$ cat src/design/uim_defs.vh
// Purpose: Offsets, field positions and reset values for the USB status bank.
// Assumes: Byte offsets of 32-bit registers on the peripheral register port.
// Notes:   Definitions only; included by bare name.
`ifndef UIM_DEFS_VH
`define UIM_DEFS_VH

// Register byte offsets.
`define UIM_OFF_OTG_STATUS_MIRROR     8'h14
`define UIM_OFF_SERIAL_LINE_CONTROL   8'h18
`define UIM_OFF_LINE_EVENT_FLAGS      8'h1C
`define UIM_OFF_FLAG_HOLD_SELECT      8'h20
`define UIM_OFF_EVENT_PORT_MASKS      8'h24
`define UIM_OFF_FRAME_START_COUNTER   8'h28
`define UIM_OFF_LAST_PACKET_ID        8'h2C
`define UIM_OFF_LAST_ENDPOINT         8'h30
`define UIM_OFF_SPECIAL_ENDPOINT_SEL  8'h34
`define UIM_OFF_OTG_STATUS_MASK       8'h38
`define UIM_OFF_POWER_SIGNALLING      8'h3C

// Serial line control fields.
`define UIM_SER_RX_RCV_BIT            6
`define UIM_SER_RX_DM_BIT             5
`define UIM_SER_RX_DP_BIT             4
`define UIM_SER_TX_SE0_BIT            3
`define UIM_SER_TX_DATA_BIT           2
`define UIM_SER_TX_ENABLE_N_BIT       1
`define UIM_SER_FSLS_MODE_BIT         0
`define UIM_SER_RESET                 4'h2

// Line event flag positions.
`define UIM_FLG_TOKEN_DECODED         6
`define UIM_FLG_LINE_SE0              5
`define UIM_FLG_LINE_K                4
`define UIM_FLG_LINE_J                3
`define UIM_FLG_DATA_CRC_FAIL         2
`define UIM_FLG_RECEIVE_ACTIVE        1
`define UIM_FLG_RECEIVE_ERROR         0
`define UIM_FLAG_COUNT                7

// Line state codes as the transceiver reports them.
`define UIM_LINE_SE0                  2'h0
`define UIM_LINE_J                    2'h1
`define UIM_LINE_K                    2'h2

// Field positions of other registers.
`define UIM_ENDPOINT_VALID_BIT        4
`define UIM_SPECIAL_TAG               5'h10
`define UIM_POWER_VALID_BIT           8
`define UIM_RESET_ZERO                32'h00000000

`endif

$ cat src/design/uim_flag_cell.v
// Purpose: One line event flag with selectable hold behaviour.
// Assumes: cond is synchronous; packet_start is a one-cycle pulse.
// Notes:   Set wins over a software clear arriving in the same cycle.
`timescale 1ns/1ps
`default_nettype none

module uim_flag_cell
#(
  parameter LEVEL = 0
)
(
  // Clock and reset.
  input  wire clock,
  input  wire rst,
  // Controls.
  input  wire hold,
  input  wire cond,
  input  wire packet_start,
  input  wire sw_clear,
  // Flag value.
  output reg  flag
);

  // A held flag only falls on a software clear; a free flag tracks its
  // source, and event flags fall again at the start of the next packet.
  always @(posedge clock or posedge rst)
  begin
    if (rst)
      flag <= 1'b0;
    else if (cond)
      flag <= 1'b1;
    else if (hold)
      flag <= sw_clear ? 1'b0 : flag;
    else if (LEVEL != 0)
      flag <= 1'b0;
    else if (packet_start || sw_clear)
      flag <= 1'b0;
  end

endmodule // uim_flag_cell

`default_nettype wire

$ cat src/design/uim_endpoint_capture.v
// Purpose: Captures the last packet identifier and endpoint number.
// Assumes: Strobes come from the packet decoder on the same clock.
// Notes:   The tagged endpoint output is registered with the capture.
`timescale 1ns/1ps
`default_nettype none
`include "uim_defs.vh"

module uim_endpoint_capture
(
  // Clock and reset.
  input  wire        clock,
  input  wire        rst,
  // Packet decoder strobes.
  input  wire        pid_strobe,
  input  wire [3:0]  pid_value,
  input  wire        endpoint_strobe,
  input  wire [3:0]  endpoint_value,
  // Special endpoint selection.
  input  wire [15:0] special_endpoint_bits,
  // Captured values.
  output reg  [3:0]  last_packet_id_field,
  output reg  [3:0]  endpoint_number_field,
  output reg         endpoint_valid_bit,
  output reg  [4:0]  rx_endpoint_tag
);

  // Capture on each strobe; the special mark is decided from the mask in
  // force at capture time, so a later mask write does not retag it.
  always @(posedge clock or posedge rst)
  begin
    if (rst)
    begin
      last_packet_id_field  <= 4'h0;
      endpoint_number_field <= 4'h0;
      endpoint_valid_bit    <= 1'b0;
      rx_endpoint_tag       <= 5'h00;
    end
    else
    begin
      if (pid_strobe)
        last_packet_id_field <= pid_value;
      if (endpoint_strobe)
      begin
        endpoint_number_field <= endpoint_value;
        endpoint_valid_bit    <= 1'b1;
        rx_endpoint_tag       <= {special_endpoint_bits[endpoint_value],
                                  endpoint_value};
      end
    end
  end

endmodule // uim_endpoint_capture

`default_nettype wire

$ cat src/design/uim_status_bank.v
// Purpose: Status, flag and capture registers of the USB interface module.
// Assumes: 200 MHz clock; full 32-bit register reads and writes.
// Notes:   Transceiver inputs are pins and pass a two-flop synchroniser.
//
// How it works
// OTG status register mirrors six live transceiver session and id flags.
// Serial control bits 6..4 show differential, D-minus and D-plus receive.
// Serial control bits 3 and 2 drive SE0 transmit and transmit data.
// Serial control bit 1 drives active-low transmit enable, reset to one.
// Serial control bit 0 selects full/low-speed serial mode when set.
// Non-sticky event flags clear when the next packet begins.
// Flag 6 sets when a token passes CRC5, PID and address checks.
// Flags 5, 4, 3 set on SE0, K and J line states.
// Flag 2 sets when a data packet fails its CRC16 check.
// Flag 1 follows receive active; flag 0 follows receive error.
// Sticky flags hold until software writes one to their position.
// Non-sticky flags are overwritten by later signal changes.
// Four 8-bit masks OR selected flags onto four event ports.
// Frame counter is an 11-bit read/write value split 10:8 and 7:0.
// Last packet identifier is captured in a read-only 4-bit field.
// Last endpoint held in bits 3:0 with a valid bit at 4.
// Special endpoints are delivered on the receive port ORed with 0x10.
// Software uses only full 32-bit reads and writes.
// Power signalling holds 8 data bits plus valid; OTG mask is 32 bits.
// Reserved bits read zero and ignore writes.
`timescale 1ns/1ps
`default_nettype none
`include "uim_defs.vh"

module uim_status_bank
(
  // Clock and reset.
  input  wire        clock,
  input  wire        rst,
  // Peripheral register port, full 32-bit words only.
  input  wire [7:0]  reg_addr,
  input  wire        reg_write,
  input  wire [31:0] reg_wdata,
  input  wire        reg_read,
  output reg  [31:0] reg_rdata,
  output reg         reg_rvalid,
  // Transceiver on-the-go status pins.
  input  wire        utmi_session_end,
  input  wire        utmi_session_valid,
  input  wire        utmi_vbus_valid,
  input  wire        utmi_host_disconnect,
  input  wire        utmi_id_ground,
  input  wire        utmi_b_valid,
  // Transceiver receive pins.
  input  wire        utmi_rx_rcv,
  input  wire        utmi_rx_dm,
  input  wire        utmi_rx_dp,
  input  wire [1:0]  utmi_line_state,
  input  wire        utmi_rx_active,
  input  wire        utmi_rx_error,
  // Transceiver serial transmit controls.
  output wire        utmi_tx_se0,
  output wire        utmi_tx_data,
  output wire        utmi_tx_enable_n,
  output wire        utmi_fsls_serial,
  // Packet decoder strobes, same clock.
  input  wire        packet_start,
  input  wire        token_strobe,
  input  wire        token_crc5_ok,
  input  wire        token_pid_ok,
  input  wire [6:0]  token_address,
  input  wire [6:0]  device_address,
  input  wire        data_crc16_fail,
  input  wire        pid_strobe,
  input  wire [3:0]  pid_value,
  input  wire        endpoint_strobe,
  input  wire [3:0]  endpoint_value,
  // Frame counter load from a received start-of-frame.
  input  wire        frame_strobe,
  input  wire [10:0] frame_number,
  // Event ports driven by the masked flags.
  output reg         event_port_a,
  output reg         event_port_b,
  output reg         event_port_c,
  output reg         event_port_d,
  // Receive endpoint port and register copies for neighbouring logic.
  output wire [4:0]  rx_endpoint_tag,
  output wire [10:0] frame_count,
  output wire [31:0] otg_mask_value,
  output wire [7:0]  power_signal_data,
  output wire        power_signal_valid
);

  // Address decode helper used by the write strobes; the read path decodes with a case.
  function hit;
    input [7:0] addr;
    input [7:0] offset;
    begin
      hit = (addr == offset);
    end
  endfunction

  // Masked OR of the flags for one event port field.
  function port_level;
    input [7:0] mask_field;
    input [6:0] flags;
    begin
      port_level = |(mask_field[6:0] & flags);
    end
  endfunction

  // Synchroniser stages for the thirteen transceiver pins.
  localparam SYNC_WIDTH = 13;
  reg  [SYNC_WIDTH-1:0] sync_stage1;
  reg  [SYNC_WIDTH-1:0] sync_stage2;
  wire [SYNC_WIDTH-1:0] pin_vector;
  // Software visible storage.
  reg  [3:0]  serial_line_control;
  reg  [6:0]  flag_hold_bits;
  reg  [31:0] event_port_masks;
  reg  [10:0] frame_counter;
  reg  [15:0] special_endpoint_bits;
  reg  [31:0] otg_mask_reg;
  reg  [7:0]  power_data_reg;
  reg         power_valid_reg;
  // Decoded write strobes.
  wire        wr_serial;
  wire        wr_flags;
  wire        wr_hold;
  wire        wr_masks;
  wire        wr_frame;
  wire        wr_special;
  wire        wr_otg_mask;
  wire        wr_power;
  // Synchronised line state for the symbol decode.
  wire [1:0]  line_state_sync;
  // Flag conditions and flag values.
  wire [6:0]  flag_cond;
  wire [6:0]  line_event_flags;
  wire        token_match;
  // Captured packet values.
  wire [3:0]  last_packet_id_field;
  wire [3:0]  endpoint_number_field;
  wire        endpoint_valid_bit;
  // Read multiplexer result.
  reg  [31:0] next_rdata;

  // Pin order inside the synchroniser vector.
  assign pin_vector = {utmi_b_valid, utmi_id_ground, utmi_host_disconnect,
                       utmi_vbus_valid, utmi_session_valid, utmi_session_end,
                       utmi_rx_rcv, utmi_rx_dm, utmi_rx_dp,
                       utmi_line_state, utmi_rx_active, utmi_rx_error};

  // Two flops per pin; only the second stage feeds any logic.
  always @(posedge clock or posedge rst)
  begin
    if (rst)
    begin
      sync_stage1 <= 13'h0000;
      sync_stage2 <= 13'h0000;
    end
    else
    begin
      sync_stage1 <= pin_vector;
      sync_stage2 <= sync_stage1;
    end
  end

  // Line state view; the other synchronised bits are read in place.
  assign line_state_sync = sync_stage2[3:2];

  // Write strobes; software always writes a whole word.
  assign wr_serial   = reg_write && hit(reg_addr,
                                        `UIM_OFF_SERIAL_LINE_CONTROL);
  assign wr_flags    = reg_write && hit(reg_addr, `UIM_OFF_LINE_EVENT_FLAGS);
  assign wr_hold     = reg_write && hit(reg_addr, `UIM_OFF_FLAG_HOLD_SELECT);
  assign wr_masks    = reg_write && hit(reg_addr, `UIM_OFF_EVENT_PORT_MASKS);
  assign wr_frame    = reg_write && hit(reg_addr,
                                        `UIM_OFF_FRAME_START_COUNTER);
  assign wr_special  = reg_write && hit(reg_addr,
                                        `UIM_OFF_SPECIAL_ENDPOINT_SEL);
  assign wr_otg_mask = reg_write && hit(reg_addr, `UIM_OFF_OTG_STATUS_MASK);
  assign wr_power    = reg_write && hit(reg_addr, `UIM_OFF_POWER_SIGNALLING);

  // Writable registers; bits beyond each field are simply not stored.
  always @(posedge clock or posedge rst)
  begin
    if (rst)
    begin
      serial_line_control   <= `UIM_SER_RESET;
      flag_hold_bits        <= 7'h00;
      event_port_masks      <= `UIM_RESET_ZERO;
      special_endpoint_bits <= 16'h0000;
      otg_mask_reg          <= `UIM_RESET_ZERO;
      power_data_reg        <= 8'h00;
      power_valid_reg       <= 1'b0;
    end
    else
    begin
      if (wr_serial)
        serial_line_control <= reg_wdata[3:0];
      if (wr_hold)
        flag_hold_bits <= reg_wdata[6:0];
      if (wr_masks)
        event_port_masks <= reg_wdata;
      if (wr_special)
        special_endpoint_bits <= reg_wdata[15:0];
      if (wr_otg_mask)
        otg_mask_reg <= reg_wdata;
      if (wr_power)
      begin
        power_data_reg  <= reg_wdata[7:0];
        power_valid_reg <= reg_wdata[`UIM_POWER_VALID_BIT];
      end
    end
  end

  // Transmit controls come straight from the register, no extra delay.
  assign utmi_tx_se0      = serial_line_control[`UIM_SER_TX_SE0_BIT];
  assign utmi_tx_data     = serial_line_control[`UIM_SER_TX_DATA_BIT];
  assign utmi_tx_enable_n =
         serial_line_control[`UIM_SER_TX_ENABLE_N_BIT];
  assign utmi_fsls_serial = serial_line_control[`UIM_SER_FSLS_MODE_BIT];


  // A received start-of-frame load beats a software write in one cycle.
  always @(posedge clock or posedge rst)
  begin
    if (rst)
      frame_counter <= 11'h000;
    else if (frame_strobe)
      frame_counter <= frame_number;
    else if (wr_frame)
      frame_counter <= reg_wdata[10:0];
  end

  // A token counts only if every check passes and it is addressed to us.
  assign token_match = token_strobe && token_crc5_ok && token_pid_ok &&
                       (token_address == device_address);

  // Flag source conditions; the line decode uses synchronised state.
  assign flag_cond[`UIM_FLG_TOKEN_DECODED]  = token_match;
  assign flag_cond[`UIM_FLG_LINE_SE0]       =
         (line_state_sync == `UIM_LINE_SE0);
  assign flag_cond[`UIM_FLG_LINE_K]         =
         (line_state_sync == `UIM_LINE_K);
  assign flag_cond[`UIM_FLG_LINE_J]         =
         (line_state_sync == `UIM_LINE_J);
  assign flag_cond[`UIM_FLG_DATA_CRC_FAIL]  = data_crc16_fail;
  assign flag_cond[`UIM_FLG_RECEIVE_ACTIVE] = sync_stage2[1];
  assign flag_cond[`UIM_FLG_RECEIVE_ERROR]  = sync_stage2[0];

  // Line and receive flags are levels; token and CRC flags are events.
  genvar fi;
  generate
    for (fi = 0; fi < `UIM_FLAG_COUNT; fi = fi + 1)
    begin : g_flag
      uim_flag_cell
      #(
        .LEVEL ((fi == `UIM_FLG_TOKEN_DECODED ||
                 fi == `UIM_FLG_DATA_CRC_FAIL) ? 0 : 1)
      )
      u_cell
      (
        .clock        (clock),
        .rst          (rst),
        .hold         (flag_hold_bits[fi]),
        .cond         (flag_cond[fi]),
        .packet_start (packet_start),
        .sw_clear     (wr_flags && reg_wdata[fi]),
        .flag         (line_event_flags[fi])
      );
    end
  endgenerate

  // Event ports are registered so they change one edge after the flags.
  always @(posedge clock or posedge rst)
  begin
    if (rst)
    begin
      event_port_a <= 1'b0;
      event_port_b <= 1'b0;
      event_port_c <= 1'b0;
      event_port_d <= 1'b0;
    end
    else
    begin
      event_port_a <= port_level(event_port_masks[7:0],
                                 line_event_flags);
      event_port_b <= port_level(event_port_masks[15:8],
                                 line_event_flags);
      event_port_c <= port_level(event_port_masks[23:16],
                                 line_event_flags);
      event_port_d <= port_level(event_port_masks[31:24],
                                 line_event_flags);
    end
  end

  // Packet identifier and endpoint capture with special tagging.
  uim_endpoint_capture u_capture
  (
    .clock                 (clock),
    .rst                   (rst),
    .pid_strobe            (pid_strobe),
    .pid_value             (pid_value),
    .endpoint_strobe       (endpoint_strobe),
    .endpoint_value        (endpoint_value),
    .special_endpoint_bits (special_endpoint_bits),
    .last_packet_id_field  (last_packet_id_field),
    .endpoint_number_field (endpoint_number_field),
    .endpoint_valid_bit    (endpoint_valid_bit),
    .rx_endpoint_tag       (rx_endpoint_tag)
  );

  // Register copies for neighbouring logic.
  assign frame_count        = frame_counter;
  assign otg_mask_value     = otg_mask_reg;
  assign power_signal_data  = power_data_reg;
  assign power_signal_valid = power_valid_reg;

  // Read multiplexer; unmapped offsets and reserved bits return zero.
  always @*
  begin
    next_rdata = `UIM_RESET_ZERO;
    case (reg_addr)
      `UIM_OFF_OTG_STATUS_MIRROR:
        next_rdata[5:0] = sync_stage2[12:7];
      `UIM_OFF_SERIAL_LINE_CONTROL:
      begin
        next_rdata[6:4] = sync_stage2[6:4];
        next_rdata[3:0] = serial_line_control;
      end
      `UIM_OFF_LINE_EVENT_FLAGS:
        next_rdata[6:0] = line_event_flags;
      `UIM_OFF_FLAG_HOLD_SELECT:
        next_rdata[6:0] = flag_hold_bits;
      `UIM_OFF_EVENT_PORT_MASKS:
        next_rdata = event_port_masks;
      `UIM_OFF_FRAME_START_COUNTER:
        next_rdata[10:0] = frame_counter;
      `UIM_OFF_LAST_PACKET_ID:
        next_rdata[3:0] = last_packet_id_field;
      `UIM_OFF_LAST_ENDPOINT:
        next_rdata[4:0] = {endpoint_valid_bit, endpoint_number_field};
      `UIM_OFF_SPECIAL_ENDPOINT_SEL:
        next_rdata[15:0] = special_endpoint_bits;
      `UIM_OFF_OTG_STATUS_MASK:
        next_rdata = otg_mask_reg;
      `UIM_OFF_POWER_SIGNALLING:
        next_rdata[8:0] = {power_valid_reg, power_data_reg};
      default:
        next_rdata = `UIM_RESET_ZERO;
    endcase
  end

  // Read data answers one edge after the request and holds until the next.
  always @(posedge clock or posedge rst)
  begin
    if (rst)
    begin
      reg_rdata  <= `UIM_RESET_ZERO;
      reg_rvalid <= 1'b0;
    end
    else
    begin
      reg_rvalid <= reg_read;
      if (reg_read)
        reg_rdata <= next_rdata;
    end
  end

endmodule // uim_status_bank

`default_nettype wire

$ cat config.mk
export PLATFORM = sky130hd
export DESIGN_NAME = uim_status_bank
export DESIGN_NICKNAME = d
export VERILOG_FILES = /design/src/design/uim_flag_cell.v /design/src/design/uim_endpoint_capture.v /design/src/design/uim_status_bank.v
export VERILOG_INCLUDE_DIRS = /design/src /design/src/design
export SDC_FILE = /design/constraint.sdc
export NUM_CORES = 1
export LEC_CHECK = 0
export ABC_AREA = 1
export BUFFER_PORTS_ARGS = -buffer_cell sky130_fd_sc_hd__buf_2
export CORE_MARGIN = 8
export CORE_UTILIZATION = 35
export DETAILED_ROUTE_END_ITERATION = 12
export PLACE_DENSITY = 0.56
export SLEW_MARGIN = 0
export SYNTH_ARGS = -nofsm -noshare
export SYNTH_HDL_FRONTEND = slang
export SYNTH_SLANG_ARGS = --single-unit
$ cat constraint.sdc
create_clock -name clock -period 8.7 [get_ports clock]
set_input_delay 1.74 -clock clock [delete_from_list [all_inputs] [get_ports clock]]
set_output_delay 1.74 -clock clock [all_outputs]
set_load 0.01 [all_outputs]
# Word level (Yosys, flattened, before mapping)
# Cells that the tools add are included.
dict set report totals {
  elab_cells 118
  out_inout_bits 98
  ff_bits 195
}
dict set report classes {
  n_bitwise 4
  n_lt_le_gt_ge 1
  n_reduce_logical 30
  n_mux 35
  eq_ne 21
}
# cell count
set ops {}
lappend ops {{$eq 8x6->1 const B} 8}
lappend ops {{$pmux 4 s11} 1}
lappend ops {{$pmux 16 s2} 1}
lappend ops {{$and 7x7->7} 4}
lappend ops {{$reduce_or 7->1} 4}
lappend ops {{$eq 8x5->1 const B} 3}
lappend ops {{$mux 1} 24}
lappend ops {{$mux 11} 2}
lappend ops {{$logic_and 1x1->1} 18}
lappend ops {{$pmux 5 s3} 1}
lappend ops {{$ne 3x1->1 const B} 4}
lappend ops {{$pmux 1 s10} 1}
lappend ops {{$pmux 2 s5} 1}
lappend ops {{$ne 3x2->1 const B} 3}
lappend ops {{$pmux 1 s9} 1}
lappend ops {{$pmux 1 s8} 1}
lappend ops {{$pmux 2 s4} 1}
lappend ops {{$eq 7x7->1} 1}
lappend ops {{$reduce_bool 3->1} 2}
lappend ops {{$lt 4x5->1 const B} 1}
lappend ops {{$bmux 1 s4} 1}
lappend ops {{$reduce_and 2->1} 2}
lappend ops {{$eq 2x1->1 const B} 1}
lappend ops {{$eq 2x2->1 const B} 1}
lappend ops {{other kinds (3)} 4}

# Depth between registers and ports, before layout
dict set report logic_depth {
  ltp_word 7
  ltp_mapped 11
  depth_no_buf 11
}

# Cells and area by module
# A second synthesis with hierarchy kept.
dict set report unflattened {
  cells_unflattened 1003
  hier_area_um2 8675.8
}
# mod cells_per_inst seq_area_each_um2 instances area_each_um2
set modules_own_cells {}
lappend modules_own_cells {uim_status_bank 885 4355.4 1 7775.0}
lappend modules_own_cells {uim_endpoint_capture 70 250.2 1 560.5}
lappend modules_own_cells {{uim_flag_cell (g_flag[0].u_cell ...)} 6 25.0 5 45.0}
lappend modules_own_cells {{uim_flag_cell (g_flag[2].u_cell ...)} 9 25.0 2 57.6}

# Worst setup path after synthesis
# OpenSTA, ideal clock, no wires.
dict set report synth_path {
  kind {input to register}
  startpoint {input reg_addr[7]}
  endpoint {register otg_mask_reg[2] (netlist: otg_mask_value[2])}
  setup_ps 125
  cell_stages 7
  arrival_time_ps 2570
  path_slack_ps 6005
  path_cell_list {nor2_4 > nand3_2 > nor2_4 > nand2_2 > buf_2 > nand2_1 > o21ai_1}
}
dict set report synth_via {
  elab_chain_cells 2
}
# item line_no
set synth_rtl {}
lappend synth_rtl {{start: declaration} uim_status_bank.v:36} ;# input wire [7:0] reg_addr,
lappend synth_rtl {{$eq 8x6->1} uim_status_bank.v:94} ;# hit = (addr == offset);
lappend synth_rtl {{$logic_and 1x1->1} uim_status_bank.v:177} ;# assign wr_otg_mask = reg_write && hit(reg_addr, `UIM_OFF_OTG_STATUS_MASK);
lappend synth_rtl {{end signal: assignment} uim_status_bank.v:189} ;# otg_mask_reg <= `UIM_RESET_ZERO;
lappend synth_rtl {{end signal: assignment} uim_status_bank.v:204} ;# otg_mask_reg <= reg_wdata;
lappend synth_rtl {{end: declaration} uim_status_bank.v:118} ;# reg [31:0] otg_mask_reg;
# Every way passes these cells.
# A chain may end at the register's enable or synchronous reset.

# Worst setup path after layout
dict set report layout_path {
  startpoint {input reg_addr[7]}
  endpoint {register otg_mask_reg[10] (netlist: otg_mask_value[10])}
}
# The elaborated chain is that of the path after synthesis.

==> results.md <==
* CTS max path bufs at 2
* Die H at about 170 µm
* CP max-delay cell: nand2_2
* Fill count at 2434
* Fmax at 255 MHz
* Final Instance Area at roughly 10000 µm²
* Most frequent cells in the layout: nand2_1 (329), buf_2 (195), dfrtp_1 (190)
* Most used cell, CP: nor2_4
* Critical path startpoint: reg_addr[7]
* Initial antenna violation count at 1
* CTS buffer count at 17
* Placed inst area at 9520 µm²
* Die X at ~170 µm
* WL met2 at between 10000 and 15000 µm
* Routed vias/inst at just under 5
* Synthesized Nets at 1074
* Ant diodes at 0
* Pwr Total at 2.00 mW
* DRC at 0
* Routed WL at 26100 µm
* Starting Density at between 30% and 40%
* Max-slew violations at 0
* Worst Path Class, Setup: in -> reg
* Worst Max-Slew Pin Slew at 1.29 ns
* Most common cell after layout, fill and taps aside: nand2_1
* Min-delay src: sync_stage1[4]
* Die footprint at 29000 µm²
* R2R Path Start: g_flag[5].u_cell.flag
* Startpoint Class: primary input
* EDFF count, synth at 0
* Via Count at 7262
* Synth cell types at 33
* Sequential share of the synthesized area at ~57%
* Element type at the critical path end: flip-flop
* Synth Register Bits at about 190
* Uppermost layer routed: met5
* Data arrival time of the worst path at 4.17 ns
* CP Data Required Time at 8.96 ns
* CTS clk-pin slew, worst paths at roughly 0.070 ns
* Final Util at between 40% and 50%
* YS warnings at 0
* Setup ws final at between 4 and 5 ns
* Largest net degree at the start of global routing at roughly 150
* Post-CTS Setup Repair Bufs at 0
* Layout cells sized above 1 at 22.9%
* CTS Root Cell: clkbuf_16
* Vias in the first global route at between 6k and 7k
* Drt pass-1 iters at 5
* Drt wl/cell at about 18 µm
* Crit path buffers/inverters at 1
* Global-route wire length before repair at approximately 40000 µm
* DRT iter0 DRCs at ~630
* Worst rel slew slack at between 10% and 20%
* Final-report setup violation count at 0
* CP max stage delay at ~0.96 ns
* Clk_skew at around 0.011 ns
* Delay-heaviest family, CP: simple AND/OR/NAND/NOR gates
* Place WS at between 4 and 5 ns
* Cells after DPL at approximately 1.5k
* Post-route ant nets at 0
* Maximum vdd drop at ~0.12 mV
* Hold Buf Count CTS at 0
* Area Overhead vs Synth at 22.1%
* Clk_lat worst skew at roughly 0.43 ns
* Placer congestion estimate at 0.799
* Worst hold margin at between 0.3 and 0.4 ns
* Final min period at a little under 4 ns
* Overflow after GRT at 0
* Metal-1 WL at ~12000 µm
* Fin nets at 1248
* Hold Path Class: reg -> reg
* Top FF cell, synth: dfrtp_1
* Htree depth at 4
* CTS-repair resized insts at 0
* Global Route Usage Sum at ~18%
* Fin crit share at 45.0%
* Post-synth top area share at a little under three fifths
* Core ar. at about 23000 µm²
* Status: finished clean
* Largest cells by area after synthesis: dfrtp_1 (57%), nand2_1 (15%), nand3_1 (4.8%), o21ai_1 (4.4%), nor2_1 (3.2%)
* Final hold vios at 0
* RSZ-0062 raised after global routing: no
* Static leakage at 5.20 nW
* Setup_tns at 0 ns
* Max-Cap Viols at 0
* DR WL met3 at between 2000 and 2500 µm
* CP Cell Sequence: buf_2 > nor2_4 > nand3_2 > nor2_4 > nand2_2 > nand2_1 > o21ai_1
* Leading area contributor after synthesis: dfrtp_1
* PwrDens at about 200 nW/µm²
* Cells after Synth at 976
* HPWL after DPL at about 19000 µm
* # clock sinks at about 190
* I/O pin cnt at about 200
* IO buf count at around 200
* Ys async rst share at 100%
* Cell Area, Synth at around 8300 µm²
* Mean Syn Cell Area at 8.53 µm²
* TritonCTS clock tree: done
* Row count at 56
* Final Non-Filler Cells at ~1.5k
* Critical Path Fanout Max at 64
==> power breakdown <==
part	total, mW	internal (mW)	switching, mW
clock network	0.847	0.469	0.378
registers	0.977	0.935	0.0418
logic	0.174	0.0652	0.109
==> cells by family (layout without fill, tap and decap cells) <==
kind of cell / Yosys count / count (layout) / share of synthesized area, %
xor gates and xnor gates: 5 / 5 / 0.526
buffers and inverters: 102 / 289 / 5.20
AOI/OAI and AO/OA: 162 / 162 / 10.5
and+or+nand+nor: 512 / 512 / 25.8
muxes: 4 / 4 / 0.541
DFF: 191 / 191 / 57.4
==> path summary, 6_finish.rpt <==
path | endpoint | slack [ns] | cells past startpoint
worst max-delay path | otg_mask_value[10] | 4.79 | 7
worst min register to register | sync_stage2[4] | 0.35 | 0
worst min-delay path | sync_stage2[4] | 0.35 | 0
min in group asynchronous | sync_stage1[1] | 1.48 | 2
max in group asynchronous | reg_rdata[31] | 5.88 | 3
worst max register to register | reg_rdata[5] | 7.37 | 6
==> flip-flops by register name, indices dropped and copies added (netlist names) <==
signal / cells
event_port_masks: 32
otg_mask_value: 32
reg_rdata: 32
special_endpoint_bits: 16
sync_stage1: 13
sync_stage2: 13
frame_count: 11
power_signal_data: 8
flag_hold_bits: 7
g_flag.u_cell.flag: 7
u_capture.rx_endpoint_tag: 5
serial_line_control: 4
u_capture.last_packet_id_field: 4
event_port_a: 1
event_port_b: 1
event_port_c: 1
event_port_d: 1
power_signal_valid: 1
reg_rvalid: 1
u_capture.endpoint_valid_bit: 1
==> metal layers <==
layer | track usage [%] | vias up
li1 | - | 3530
met1 | 24.5 | 3420
met2 | 28.6 | 283
met3 | 4.36 | 27
met4 | 4.92 | 2
met5 | 0 | -
==> synth_stat cells, drive strengths merged, types with 3 or more instances <==
library cell	count
a21oi	24
a221oi	4
a31oi	16
buf	32
clkbuf	12
dfrtp	190
inv	57
mux2	4
nand2	333
nand3	84
nand4	7
nor2	83
o21a	3
o21ai	107
or2	3
xnor2	4
==> cell type report <==
| type | count | area [µm²] | share of cell area [%] |
|---|---|---|---|
| flip-flops and latches | 191 | 4780 | 47.0 |
| clock inverters | 15 | 215 | 2.12 |
| well taps | 319 | 399 | 3.93 |
| clock buffers | 17 | 425 | 4.19 |
| multi-input cells | 683 | 3110 | 30.6 |
| repair buffers | 199 | 1010 | 9.90 |
| inverters | 58 | 225 | 2.22 |
No activity file was read; power rests on OpenSTA's default activity.
